===== config.mk =====
export PLATFORM = sky130hd
export DESIGN_NAME = io_timer_channel
export DESIGN_NICKNAME = d
export VERILOG_FILES = /design/src/design/io_timer_channel.v
export VERILOG_INCLUDE_DIRS = /design/src /design/src/design
export SDC_FILE = /design/constraint.sdc
export NUM_CORES = 1
export LEC_CHECK = 0
export ABC_AREA = 0
export BUFFER_PORTS_ARGS = -buffer_cell sky130_fd_sc_hd__buf_2
export CAP_MARGIN = 10
export CORE_MARGIN = 1
export CORE_UTILIZATION = 60
export DETAILED_ROUTE_END_ITERATION = 12
export PLACE_DENSITY_LB_ADDON = 0.1
export SYNTH_ARGS = -nofsm -noshare
export SYNTH_HDL_FRONTEND = slang
export SYNTH_SLANG_ARGS = --single-unit

===== constraint.sdc =====
create_clock -name clk -period 5.7 [get_ports clk]
set_input_delay 1.425 -clock clk [delete_from_list [all_inputs] [get_ports clk]]
set_output_delay 1.425 -clock clk [all_outputs]
set_load 0.01 [all_outputs]

===== src/design/io_timer_channel_defs.vh =====
// Register map, field positions, reset values and mode codes of the timer
`ifndef IO_TIMER_CHANNEL_DEFS_VH
`define IO_TIMER_CHANNEL_DEFS_VH

`define ITC_ADDR_W       8
`define ITC_DATA_W       16

`define ITC_OFF_CTRL     8'h00
`define ITC_OFF_COUNT    8'h04
`define ITC_OFF_RELOAD0  8'h08
`define ITC_OFF_RELOAD1  8'h0c
`define ITC_OFF_MEASURE  8'h10
`define ITC_OFF_STATUS   8'h14

`define ITC_CTRL_EN      0
`define ITC_CTRL_MODE_LO 1
`define ITC_CTRL_MODE_HI 3
`define ITC_CTRL_EEN     4
`define ITC_CTRL_EDGE_LO 5
`define ITC_CTRL_EDGE_HI 6
`define ITC_CTRL_LVL     7
`define ITC_CTRL_CKS_LO  8
`define ITC_CTRL_CKS_HI  9

`define ITC_STAT_EN      0
`define ITC_STAT_FF      1
`define ITC_STAT_RUN     2
`define ITC_STAT_PHASE   3

`define ITC_RST_CTRL     10'h000
`define ITC_RST_COUNT    16'h0000
`define ITC_RST_RELOAD   16'h0000
`define ITC_RST_MEASURE  16'h0000
`define ITC_ALL_ONES     16'hffff

`define ITC_MODE_SINGLE  3'h0
`define ITC_MODE_DELAYED 3'h1
`define ITC_MODE_CONT    3'h2
`define ITC_MODE_PWM     3'h3
`define ITC_MODE_MCLEAR  3'h4
`define ITC_MODE_MFREE   3'h5
`define ITC_MODE_NOISE_H 2'h3

`define ITC_EDGE_RISE    2'h0
`define ITC_EDGE_FALL    2'h1
`define ITC_EDGE_BOTH    2'h2
`define ITC_EDGE_LEVEL   2'h3

`endif


===== src/design/io_timer_channel.v =====
// One channel of the input/output 16-bit timer with register port
//
// Operation
// - 16-bit counter, reload and measure registers
// - Start by software bit or qualified input
// - Exactly one software-selected mode at once
// - Measure modes count down, capture copies counter
// - Measure clear capture reloads all ones when the input enable bit is set
// - Measure free-run wraps to all ones
// - Measure interrupts on underflow, capture; software stop
// - Noise: valid level counts, underflow interrupts, stops
// - Noise: invalid level pauses, valid reloads, restarts
// - Noise stops on underflow or enable clear
// - PWM loads reload0, then alternates reload1/reload0
// - PWM toggles at start, underflow; stop immediately
// - PWM interrupt on even underflows, DMA every
// - Only DMA-capable channel requests DMA
// - Single-shot loads reload0, stops at first underflow
// - Delayed single-shot reloads once, stops second
// - Delayed toggles and requests at both underflows
// - Continuous reloads reload0 every underflow, toggles
// - Start and start toggle wait for count clock
// - Mode field encodes seven modes, 11x noise
// - External input enable bit gates input start
//
// The register addresses and strobed register access were chosen for this implementation.
`timescale 1ns/1ps
`default_nettype none
`include "io_timer_channel_defs.vh"

module io_timer_channel #(
	parameter DMA_CAPABLE = 1'b0
) (
	input  wire                     clk,
	input  wire                     rst,
	input  wire [`ITC_ADDR_W-1:0]   reg_addr,
	input  wire [`ITC_DATA_W-1:0]   reg_wdata,
	input  wire                     reg_wr,
	input  wire                     reg_rd,
	output reg  [`ITC_DATA_W-1:0]   reg_rdata,
	input  wire [3:0]               clock_bus,
	input  wire                     ext_in,
	input  wire                     capture_in,
	output reg                      out_ff,
	output reg                      irq_underflow,
	output reg                      irq_capture,
	output reg                      dma_req
);

////////////////////////////////////////////////////////////////////////////////

localparam [3:0] S_IDLE  = 4'b0001;
localparam [3:0] S_ARM   = 4'b0010;
localparam [3:0] S_RUN   = 4'b0100;
localparam [3:0] S_PAUSE = 4'b1000;

// Edge or level qualifier shared by the start input and the capture input
function qualify;
	input       cur;
	input       prev;
	input [1:0] sel;
	input       high;
	begin
		case (sel)
		`ITC_EDGE_RISE: qualify = cur & ~prev;
		`ITC_EDGE_FALL: qualify = ~cur & prev;
		`ITC_EDGE_BOTH: qualify = cur ^ prev;
		default:        qualify = high ? cur : ~cur;
		endcase
	end
endfunction

reg  [3:0]             state;
reg                    enable;
reg  [2:0]             mode;
reg                    ext_en;
reg  [1:0]             edge_sel;
reg                    level_high;
reg  [1:0]             clk_sel;
reg  [`ITC_DATA_W-1:0] count;
reg  [`ITC_DATA_W-1:0] reload0;
reg  [`ITC_DATA_W-1:0] reload1;
reg  [`ITC_DATA_W-1:0] measure;
reg                    phase;
reg                    ext_prev;
reg                    cap_prev;

wire wr_ctrl  = reg_wr && (reg_addr == `ITC_OFF_CTRL);
wire tick     = clock_bus[clk_sel];
wire is_noise = (mode[2:1] == `ITC_MODE_NOISE_H);
wire is_meas  = (mode == `ITC_MODE_MCLEAR) || (mode == `ITC_MODE_MFREE);
wire lvl_ok   = level_high ? ext_in : ~ext_in;
wire [1:0] cap_sel = (edge_sel == `ITC_EDGE_LEVEL) ? `ITC_EDGE_RISE
	: edge_sel;

// Noise mode is started by level inside the run logic, not here
wire ext_go = ext_en && !is_noise && (state == S_IDLE)
	&& qualify(ext_in, ext_prev, edge_sel, level_high);
wire cap_ev = is_meas && (state == S_RUN)
	&& qualify(capture_in, cap_prev, cap_sel, 1'b1);
wire uflow  = (state == S_RUN) && enable && tick
	&& (count == {`ITC_DATA_W{1'b0}})
	&& !(is_noise && !lvl_ok);
wire uf_stop = uflow && (is_noise || (mode == `ITC_MODE_SINGLE)
	|| ((mode == `ITC_MODE_DELAYED) && phase));

////////////////////////////////////////////////////////////////////////////////
// Control fields and the enable bit

always @(posedge clk) begin
	if (rst) begin
		enable     <= 1'b0;
		mode       <= `ITC_MODE_SINGLE;
		ext_en     <= 1'b0;
		edge_sel   <= 2'h0;
		level_high <= 1'b0;
		clk_sel    <= 2'h0;
		ext_prev   <= 1'b0;
		cap_prev   <= 1'b0;
	end else begin
		ext_prev <= ext_in;
		cap_prev <= capture_in;
		// Underflow stop beats an input start; a software write beats both
		if (ext_go)
			enable <= 1'b1;
		if (uf_stop)
			enable <= 1'b0;
		if (wr_ctrl) begin
			enable     <= reg_wdata[`ITC_CTRL_EN];
			mode       <= reg_wdata[`ITC_CTRL_MODE_HI:`ITC_CTRL_MODE_LO];
			ext_en     <= reg_wdata[`ITC_CTRL_EEN];
			edge_sel   <= reg_wdata[`ITC_CTRL_EDGE_HI:`ITC_CTRL_EDGE_LO];
			level_high <= reg_wdata[`ITC_CTRL_LVL];
			clk_sel    <= reg_wdata[`ITC_CTRL_CKS_HI:`ITC_CTRL_CKS_LO];
		end
	end
end

////////////////////////////////////////////////////////////////////////////////
// Counter, reload registers, output flip-flop and event pulses

always @(posedge clk) begin
	if (rst) begin
		state         <= S_IDLE;
		count         <= `ITC_RST_COUNT;
		reload0       <= `ITC_RST_RELOAD;
		reload1       <= `ITC_RST_RELOAD;
		measure       <= `ITC_RST_MEASURE;
		phase         <= 1'b0;
		out_ff        <= 1'b0;
		irq_underflow <= 1'b0;
		irq_capture   <= 1'b0;
		dma_req       <= 1'b0;
	end else begin
		irq_underflow <= 1'b0;
		irq_capture   <= 1'b0;
		dma_req       <= 1'b0;
		if (reg_wr && (reg_addr == `ITC_OFF_RELOAD0))
			reload0 <= reg_wdata;
		if (reg_wr && (reg_addr == `ITC_OFF_RELOAD1))
			reload1 <= reg_wdata;
		// A preset written while running is overridden by a same-cycle
		// hardware update below
		if (reg_wr && (reg_addr == `ITC_OFF_COUNT))
			count <= reg_wdata;
		case (state)
		S_IDLE: begin
			if (enable)
				state <= S_ARM;
		end
		S_ARM: begin
			// Start waits for the selected count clock
			if (!enable) begin
				state <= S_IDLE;
			end else if (tick) begin
				phase <= 1'b0;
				if (is_noise) begin
					if (lvl_ok) begin
						count <= reload0;
						state <= S_RUN;
					end
				end else begin
					state <= S_RUN;
					case (mode)
					`ITC_MODE_SINGLE, `ITC_MODE_PWM: begin
						count  <= reload0;
						out_ff <= ~out_ff;
					end
					`ITC_MODE_CONT:
						out_ff <= ~out_ff;
					default: ;
					endcase
				end
			end
		end
		S_RUN: begin
			if (!enable) begin
				state <= S_IDLE;
			end else if (is_noise && !lvl_ok) begin
				state <= S_PAUSE;
			end else if (uflow) begin
				irq_underflow <= 1'b1;
				dma_req       <= (DMA_CAPABLE != 0);
				case (mode)
				`ITC_MODE_SINGLE: begin
					out_ff <= ~out_ff;
					state  <= S_IDLE;
				end
				`ITC_MODE_DELAYED: begin
					out_ff <= ~out_ff;
					phase  <= 1'b1;
					if (phase)
						state <= S_IDLE;
					else
						count <= reload0;
				end
				`ITC_MODE_CONT: begin
					out_ff <= ~out_ff;
					count  <= reload0;
				end
				`ITC_MODE_PWM: begin
					out_ff        <= ~out_ff;
					count         <= phase ? reload0 : reload1;
					phase         <= ~phase;
					irq_underflow <= phase;
				end
				`ITC_MODE_MCLEAR, `ITC_MODE_MFREE:
					count <= `ITC_ALL_ONES;
				default:
					state <= S_IDLE;
				endcase
			end else if (tick) begin
				count <= count - 16'h0001;
			end
			// A measure-clear capture reload (input enable set) overrides the decrement of the same cycle
			if (cap_ev && enable) begin
				measure     <= count;
				irq_capture <= 1'b1;
				if ((mode == `ITC_MODE_MCLEAR) && ext_en)
					count <= `ITC_ALL_ONES;
			end
		end
		S_PAUSE: begin
			if (!enable)
				state <= S_IDLE;
			else if (tick && lvl_ok) begin
				count <= reload0;
				state <= S_RUN;
			end
		end
		default:
			state <= S_IDLE;
		endcase
	end
end

////////////////////////////////////////////////////////////////////////////////
// Register read port, data in the cycle after the strobe only

always @(posedge clk) begin
	if (rst) begin
		reg_rdata <= {`ITC_DATA_W{1'b0}};
	end else if (reg_rd) begin
		case (reg_addr)
		`ITC_OFF_CTRL:
			reg_rdata <= {6'h00, clk_sel, level_high, edge_sel, ext_en,
				mode, enable};
		`ITC_OFF_COUNT:   reg_rdata <= count;
		`ITC_OFF_RELOAD0: reg_rdata <= reload0;
		`ITC_OFF_RELOAD1: reg_rdata <= reload1;
		`ITC_OFF_MEASURE: reg_rdata <= measure;
		`ITC_OFF_STATUS:
			reg_rdata <= {12'h000, phase, (state == S_RUN), out_ff, enable};
		default:          reg_rdata <= {`ITC_DATA_W{1'b0}};
		endcase
	end else begin
		reg_rdata <= {`ITC_DATA_W{1'b0}};
	end
end

endmodule
`default_nettype wire


Word-level counts from Yosys, hierarchy flattened. Cells that the tools add are included.

Output and inout port bits: 20. Input port bits: 34. Register bits after elaboration: 100. Logic and storage cells: 175.

Mux-type cells: 59. Equal/unequal tests: 36. Order comparisons: 1. Bitwise gates (word level): 16. Reduce and logical (&&, ||, !) cells: 44. $add $sub $neg: 1.

Operator list (number): 16-bit 2-to-1 mux (16); 16-bit case mux with 6 select lines (1); 16-bit case mux with 4 select lines (1); 16-bit case mux with 3 select lines (1); 4-bit 2-to-1 mux (11); 1-bit 2-to-1 mux (20); 1-bit logical AND (19); 2-bit != test, second input constant (9); 8-bit by 4-bit == test with 1-bit output, second input constant (2); 8-bit by 5-bit == test with 1-bit output, second input constant (2); 16-bit zero test (1); 4-bit case mux with 4 select lines (1); 16-bit by 1-bit subtractor with 16-bit output, second input constant (1); 7-bit AND reduction (2); 4-bit != test, second input constant (3); 1-bit NOT (10); 9-bit AND reduction (1); 2-bit == test, second input constant (4); 8-bit by 3-bit == test with 1-bit output, second input constant (1); 8-bit zero test (1); 4-bit case mux with 2 select lines (1); 2-bit OR reduction (4); 4-bit OR reduction (2); 3-bit by 2-bit == test with 1-bit output, second input constant (2); 26 further kinds (41).

Longest topological paths before layout. Gate-level depths: netlist of run 1.

Depth after elaboration: 12. Depth in mapped cells: 11. Mapped depth without buffers: 9.

Worst setup path after synthesis of run 1. Ideal clock, no wire load.

Path kind: input-to-reg. Start point: input capture_in. End point: register measure[10]. Arrival time: 3.174 ns. Setup time: 0.128 ns. Path slack: 2.398 ns. Stages on the path: 9. Path through: inv_1 -> ha_1 -> nand2b_1 -> o2111a_1 -> or2_2 -> nor2_2 -> buf_2 -> mux2i_1 -> nor2_1.

Word-level cells in the longest chain between the ends: 6. Elaborated cells on any way between the ends: 8.

Ends and longest elaborated chain: from (decl) (RTL line io_timer_channel.v:43) `input wire capture_in,`; 1-bit NOT; 1-bit AND (RTL line io_timer_channel.v:66) `` `ITC_EDGE_FALL: qualify = ~cur & prev; ``; 1-bit case mux with 3 select lines (*) (RTL line io_timer_channel.v:64) `case (sel)`; 1-bit logical AND (*) (RTL line io_timer_channel.v:100) `&& qualify(capture_in, cap_prev, cap_sel, 1'b1);`; 1-bit logical AND (*) (RTL line io_timer_channel.v:236) `if (cap_ev && enable) begin`; 2-bit AND reduction (no source line) (*); to (signal assigned) (RTL line io_timer_channel.v:148) `` measure <= `ITC_RST_MEASURE; ``; to (signal assigned) (RTL line io_timer_channel.v:237) `measure <= count;`; to (decl) (RTL line io_timer_channel.v:83) `` reg [`ITC_DATA_W-1:0] measure; ``.

Every way passes the cells marked *; elsewhere a longest branch is shown, timed or not. A chain may end at the register's enable or synchronous reset.

Final worst setup path of run 1.
Start point: input ext_in. End point: register count[14].

Word-level cells in the longest chain between the ends: 12. Elaborated cells on any way between the ends: 19.

Ends and longest elaborated chain: from (decl) (RTL line io_timer_channel.v:42) `input wire ext_in,`; 1-bit NOT (RTL line io_timer_channel.v:92) `wire lvl_ok = level_high ? ext_in : ~ext_in;`; 1-bit 2-to-1 mux (*) (RTL line io_timer_channel.v:92); 1-bit zero test (RTL line io_timer_channel.v:103, io_timer_channel.v:199); 1-bit logical AND (RTL line io_timer_channel.v:103, io_timer_channel.v:199); 1-bit zero test (RTL line io_timer_channel.v:103) `&& !(is_noise && !lvl_ok);`; 1-bit logical AND (RTL line io_timer_channel.v:101) `wire uflow = (state == S_RUN) && enable && tick`; 16-bit 2-to-1 mux (RTL line io_timer_channel.v:201) `end else if (uflow) begin`; 16-bit 2-to-1 mux (RTL line io_timer_channel.v:199) `end else if (is_noise && !lvl_ok) begin`; 16-bit 2-to-1 mux (RTL line io_timer_channel.v:197) `if (!enable) begin`; 16-bit 2-to-1 mux (RTL line io_timer_channel.v:239) `` if ((mode == `ITC_MODE_MCLEAR) && ext_en) ``; 16-bit 2-to-1 mux (RTL line io_timer_channel.v:236); 16-bit case mux with 3 select lines (*) (RTL line io_timer_channel.v:166) `case (state)`; to (signal assigned) (RTL line io_timer_channel.v:165) `count <= reg_wdata;`; to (signal assigned) (RTL line io_timer_channel.v:240) `` count <= `ITC_ALL_ONES; ``; to (signal assigned) (RTL line io_timer_channel.v:247) `count <= reload0;`; to (decl) (RTL line io_timer_channel.v:80) `` reg [`ITC_DATA_W-1:0] count; ``.

Marks and branches as above.

==> results of run 1 <==
## report_power, final
part	leakage (nW)	total [mW]	internal, mW	switching (mW)
Clock	0.0890	0.466	0.178	0.288
Combinational	1.69	0.0664	0.0213	0.0451
Sequential	0.806	0.701	0.699	0.00137
Total	2.58	1.23	0.899	0.334
## metrics by stage
step	std cells	hold WS [ns]	setup slack, ns	area [um^2]
finish	924	0.463	1.58	6800
global placement	908	0.440	1.50	6610
floorplan	771	0.430	2.40	6380
CTS	924	0.463	1.74	6800
detailed placement	908	0.446	1.35	6610
global route	924	0.471	1.53	6800
## routing by layer
metal  wire length (um)  GRT usage  up-vias  share of wire
met5                  0          0        -              0
met4                762      0.204        0          0.036
met3               2660      0.100       62           0.12
met2               8930      0.552      474           0.42
met1               8910      0.547     3013           0.42
li1                   -          -     2888              -
## sequential cells by signal, summed over array words and instances (netlist names), 2 cells and up
signal,cells
edge_sel,2
reg_rdata,16
measure,16
reload1,16
clk_sel,2
count,16
reload0,16
state,4
mode,3
## cells by family after synthesis
logic type / after synthesis
other: 1
multiplexers: 87
AO/OA/AOI/OAI: 226
adder cells (fa/ha/maj): 14
buffers and inverters: 73
flip-flops: 100
AND/OR/NAND/NOR: 254
XOR/XNOR: 16
## synthesized netlist by cell type, drive strengths merged (2+ instances only)
cell	count
nand2b	6
a21o	2
a221o	4
nand3b	4
nor3b	4
a211oi	11
nor4b	5
nand3	24
o21a	3
a222oi	9
a22oi	19
xnor2	12
xor2	4
a211o	3
o22ai	7
or2	3
o31a	2
o211ai	11
or3	5
a21oi	71
clkinv	2
buf	26
a2bb2oi	3
nor3	21
nand4b	4
nor2	100
nand4	6
nand2	53
a22o	5
o31ai	5
dfxtp	100
nor4	8
clkbuf	32
and4b	2
a31oi	3
mux2i	61
o21ai	38
inv	13
a221oi	17
ha	14
nor2b	5
and2	2
mux2	25
## cells in the final DEF, fill, tap and decap left out, types with 4 or more instances in the layout
cell type,synthesis,final
a211oi_1,9,9
a21oi_1,71,71
a221o_1,4,4
a221oi_1,17,17
a222oi_1,9,9
a22o_1,5,5
a22oi_1,19,19
buf_2,17,52
buf_4,4,7
clkbuf_8,0,10
dfxtp_1,100,100
ha_1,14,14
inv_1,13,13
mux2_2,25,25
mux2i_1,60,60
nand2_1,52,52
nand2b_1,6,6
nand3_1,22,22
nand3b_1,4,4
nand4_1,6,6
nand4b_1,4,4
nor2_1,98,98
nor2b_1,4,4
nor3_1,19,19
nor4_1,5,4
o211ai_1,11,11
o21ai_0,35,35
o22ai_1,7,7
o31ai_1,5,5
or3_1,5,5
xnor2_1,12,12
xor2_1,4,4
## final cells by class
type,instances,area (um^2)
multi-input cells,598,4060
fillers,878,3530
flip-flops and latches,100,2000
repair buffers,59,313
well taps,136,170
clock buffers,10,138
inverters,15,56.3
clock inverters,6,53.8
## worst min-delay path: stages, from the launching register on
cell and delay (ns):
dfxtp_1 0.33, nand2_1 0.05, a21oi_1 0.05
## worst min path at each step
stage | start | endpoint | depth (start not counted)
4_1_cts | measure[13] | reg_rdata[13] | 2
2_1_floorplan | measure[15] | reg_rdata[15] | 2
6_report | measure[12] | reg_rdata[12] | 2
3_3_place_gp | measure[13] | reg_rdata[13] | 2
3_5_place_dp | measure[15] | reg_rdata[15] | 2
5_1_grt | measure[13] | reg_rdata[13] | 2
==> reports/results.ini, run 1 <==
[power]
vdd_drop_max_v = 0.000162
totalPowerFinal_mw = 1.23
power.leakage_nw = 2.58
power_density_mw_per_mm2 = 181

[sta]
slew_headroom = 0.223
min_period_over_period = 0.722
hold_violations = 0
fmax_mhz = 243
grt_setup_unrepaired = false
setup_viol = 0
tightest_slew_ns = 1.16
period_needed_ns = 4.12
finalSetupTns_ns = 0
skew_ns = 0.0130
drv_slew = 0

[global_routing]
grt_antenna_before_repair = 0
grt_pass1_wl_mm = 33.1
gr-total-overflow = 0
grt_pass1_vias = 5993
grt.total_usage = 0.392
grt_max_degree = 76

[yosys]
yosys.area_share.simple = 0.203
seq_area_frac_synth = 0.314
syn_avg_cell_area_um2 = 8.27
yosys-mux-area-fraction = 0.144
ys_types = 79
yosysWarnings = 0
netlist_instances = 771
ys_top_cells_by_area = dfxtp_1 (31%), mux2i_1 (9.4%), nor2_1 (5.8%), a21oi_1 (5.6%), mux2_2 (4.4%)
synthXorXnorAreaFrac = 0.0220
synth_compound_area_frac = 0.238
synth_edf_count = 0
synth_seq_cells = 100
synth.cell_area_mm2 = 0.00638
synth_top_family_by_area = compound AO/OA/AOI/OAI gates
ys.flop_type = dfxtp_1
synthArstFlopShare = 0
yosysTopAreaCellShare = 0.314
synth_nets = 819
yosysTopAreaCell = dfxtp_1
synthAdderAreaFrac = 0.0275

[worst_setup_path]
reg2reg_from = state[2]
worstPathCellList = buf_2 > xor2_1 > nand2_1 > nand4_1 > o22ai_1 > a221o_1 > nor2_1 > a211oi_1
critPathCapture = count[14]
cp-start-kind = primary input
crit_type = primary input to flip-flop
r2r-end = count[10]
ff2ff_path_depth = 6
crit_path_top_delay_cell = nand4_1
crit_required_ns = 6.02
crit_buf_inv = 1
crit_start = ext_in
critPathMaxFanout = 25
crit_cells = 8
crit_family = compound AO/OA/AOI/OAI gates
reg2reg_slack_ns = 2.11
endpoint_kind = flip-flop
cpPeakStageDelay_ns = 0.96
cp_data_arrival_time_ns = 4.43

[clocking]
clk_latency_ns = 0.40
clock-root-buffer = clkbuf_8
clkTransAtPathRegs_ns = 0.11
cts_resized = 0
tritoncts = yes
postCtsSetupBuffers = 0
cts_buffer_depth = 2
cts_sinks = 100
htreeDepth = 3
cts_hold_repair.buffers = 0
cts_buffers = 9

[route]
drtAntennaViolNets = 0
drt-initial-drc-count = 807
finalWirelength_mm = 21.3
vias_per_cell = 6.97
vias = 6437
drt_pass1_iterations = 6
routedWlPerCell_um = 23.0
drc = 0

[place]
routabilityCongestion = 0.985
port_buffers = 52
dp_hpwl_mm = 14.6

[floorplan]
die_y_um = 105
initial_core_util = 0.618
core_area_mm2 = 0.0103
num_rows = 37
io_pins = 54
dieArea_mm2 = 0.0110
fp.dieW_um = 105

[layout]
antenna_cells = 0
finish.utilization = 0.658
area_growth_pct = 6.55
drive_gt1_frac = 0.159
layout.nets = 831

[run]
max_cap_viol_count = 0

[status]
outcome = finished clean

[worst_hold_path]
hp-class = flip-flop to flip-flop

Note: power is estimated with default switching activity, not from simulation.
==> run 2: changes to the inputs <==
--- a/config.mk
+++ b/config.mk
@@ -10,7 +10,7 @@
 export BUFFER_PORTS_ARGS = -buffer_cell sky130_fd_sc_hd__buf_2
 export CAP_MARGIN = 10
 export CORE_MARGIN = 1
-export CORE_UTILIZATION = 60
+export CORE_UTILIZATION = 55
 export DETAILED_ROUTE_END_ITERATION = 12
 export PLACE_DENSITY_LB_ADDON = 0.1
 export SYNTH_ARGS = -nofsm -noshare
==> constraint.sdc (replaced) <==
create_clock -name clk -period 3.78 [get_ports clk]
set_input_delay 0.945 -clock clk [delete_from_list [all_inputs] [get_ports clk]]
set_output_delay 0.945 -clock clk [all_outputs]
set_load 0.01 [all_outputs]
==> run 2 against run 1 <==
Against the previous run:
- clock skew fell by 0.0012 ns
- combinational power grew 57%
- critical path type is now flip-flop to flip-flop
- first-iteration DRC count is 5.9% higher
- count of clock-buffer cells in the layout is 1 lower
- total power increased by 70%
- sequential power up 51%
- final area increased by 3.6%
- register-to-register slack lost 1.4 ns
==> reports/results.ini, run 2 (synthesis results as in run 1) <==
[clocking]
cts_sinks = 100  ; unchanged
postCtsSetupBuffers = 0  ; unchanged
cts_buffer_depth = 2  ; unchanged
clk_latency_ns = 0.36  ; -0.04 ns
tritoncts = yes
cts_hold_repair.buffers = 0  ; unchanged
cts_resized = 0  ; unchanged
cts_buffers = 9  ; unchanged
clock-root-buffer = clkbuf_16
clkTransAtPathRegs_ns = 0.08  ; -0.03 ns
htreeDepth = 3  ; unchanged

[layout]
finish.utilization = 0.636  ; -0.0226
final_area_mm2 = 0.00704  ; +3.6%
antenna_cells = 0  ; unchanged
mostFrequentLayoutCell = dfxtp_1
drive_gt1_frac = 0.178  ; +0.0198
fill_cells = 959  ; +9.2%
layout.nets = 850  ; +2.3%
mostFrequentLayoutCells = dfxtp_1 (100), nor2_1 (98), a21oi_1 (71), mux2i_1 (60)
area_growth_pct = 10.4

[place]
dpl-instance-area_mm2 = 0.00675  ; +2.2%
port_buffers = 52  ; unchanged
pre_cts_slack_ns = 0.648  ; -0.701 ns
routabilityCongestion = 0.922  ; -6.4%
dp_hpwl_mm = 15.6  ; +6.8%

[route]
drtAntennaViolNets = 0  ; unchanged
wl_met3_mm = 2.36  ; -11%
finalWirelength_mm = 21.7  ; +2.1%
drc = 0  ; unchanged
drt_pass1_iterations = 8  ; +2
drt-initial-drc-count = 855  ; +5.9%
vias_per_cell = 6.85  ; -1.7%
wl_met1_mm = 9.34  ; +4.8%
routedWlPerCell_um = 22.9  ; -0.34%
vias = 6483  ; +0.71%
top_layer_used = met4
wl_met2_mm = 9.49  ; +6.4%

[worst_setup_path]
crit_type = flip-flop to flip-flop
worstPathCellList = clkinv_1 > ha_1 > or3_1 > a221o_1 > o21ai_0 > a21oi_1 > a211oi_1 > o32ai_1
endpoint_kind = flip-flop
cpPeakStageDelay_ns = 0.63  ; -0.33 ns
cp-start-kind = flip-flop
crit_path_top_delay_cell = or3_1
cp_data_arrival_time_ns = 3.27  ; -1.16 ns
crit_required_ns = 4.00  ; -2.02 ns
critPathMaxFanout = 14  ; -44%
crit_family = compound AO/OA/AOI/OAI gates
crit_buf_inv = 1  ; unchanged

[global_routing]
gr-total-overflow = 0  ; unchanged
grt_max_degree = 40  ; -47%
grt_pass1_wl_mm = 33.4  ; +1.0%
grt.total_usage = 0.376  ; -0.0156
grt_antenna_before_repair = 0  ; unchanged
grt_pass1_vias = 5851  ; -2.4%

[floorplan]
die_y_um = 110  ; +4.4%
dieArea_mm2 = 0.0120  ; +8.9%
core_area_mm2 = 0.0111  ; +7.3%
initial_core_util = 0.576  ; -0.0421
fp.dieW_um = 110  ; +4.4%
num_rows = 38  ; +2.7%
io_pins = 54  ; unchanged

[sta]
setup_viol = 0  ; unchanged
finalSetupTns_ns = 0  ; unchanged
skew_ns = 0.0118  ; -0.00123 ns
min_period_over_period = 0.807
drv_slew = 0  ; unchanged
hold_violations = 0  ; unchanged
tightest_slew_ns = 0.936  ; -0.227 ns
fmax_mhz = 328
setup_slack_ns = 0.730  ; -0.853 ns
hold_ws_ns = 0.450  ; -0.0129 ns
slew_headroom = 0.368  ; +0.145
grt_setup_unrepaired = false
period_needed_ns = 3.05

[run]
max_cap_viol_count = 0  ; unchanged

[worst_hold_path]
hp-class = flip-flop to flip-flop

[status]
outcome = finished clean

[power]
power_density_mw_per_mm2 = 297  ; +64%
power.leakage_nw = 2.73  ; +5.8%
vdd_drop_max_v = 0.000386  ; +140%

run 2: worst paths after layout:
path	start	cells past startpoint	slack (ns)	to
worst min register to register	measure[5]	2	0.45	reg_rdata[5]
worst min-delay path	measure[5]	2	0.45	reg_rdata[5]
worst max register to register	mode[1]	8	0.73	count[13]
worst max-delay path	mode[1]	8	0.73	count[13]
run 2: cell type report:
cell class              instances  area [um^2]  area share
clock inverters                 7         65.1     0.00924
repair buffers                 78          455      0.0647
inverters                      15         56.3     0.00799
flip-flops and latches        100         2000       0.284
clock buffers                   9          225      0.0320
well taps                     140          175      0.0249
multi-input cells             598         4060       0.577
run 2: worst register-to-register path, cell delays in order, from the launching register on:
cell and delay (ns):
dfxtp_1 0.58, clkinv_1 0.36, ha_1 0.38, or3_1 0.63, a221o_1 0.43, o21ai_0 0.17
a21oi_1 0.08, a211oi_1 0.18, o32ai_1 0.10
run 2: metal layers:
metal / GRT usage / up-vias
li1: - / 2925
met1: 0.521 / 3093
met3: 0.103 / 44
met4: 0.132 / 0
met2: 0.558 / 421
met5: 0 / -
run 2: where the power goes:
part           internal [mW]  switching, mW
Clock                  0.466          0.468
Sequential              1.05        0.00207
Combinational         0.0350         0.0693
Total                   1.56          0.539
run 2: metrics by stage:
step / cells / total power [mW]
after floorplan: 771 / 1.14
after global placement: 931 / 1.18
after detailed placement: 931 / 1.18
after CTS: 947 / 2.10
after global routing: 947 / 2.15
final: 947 / 2.09
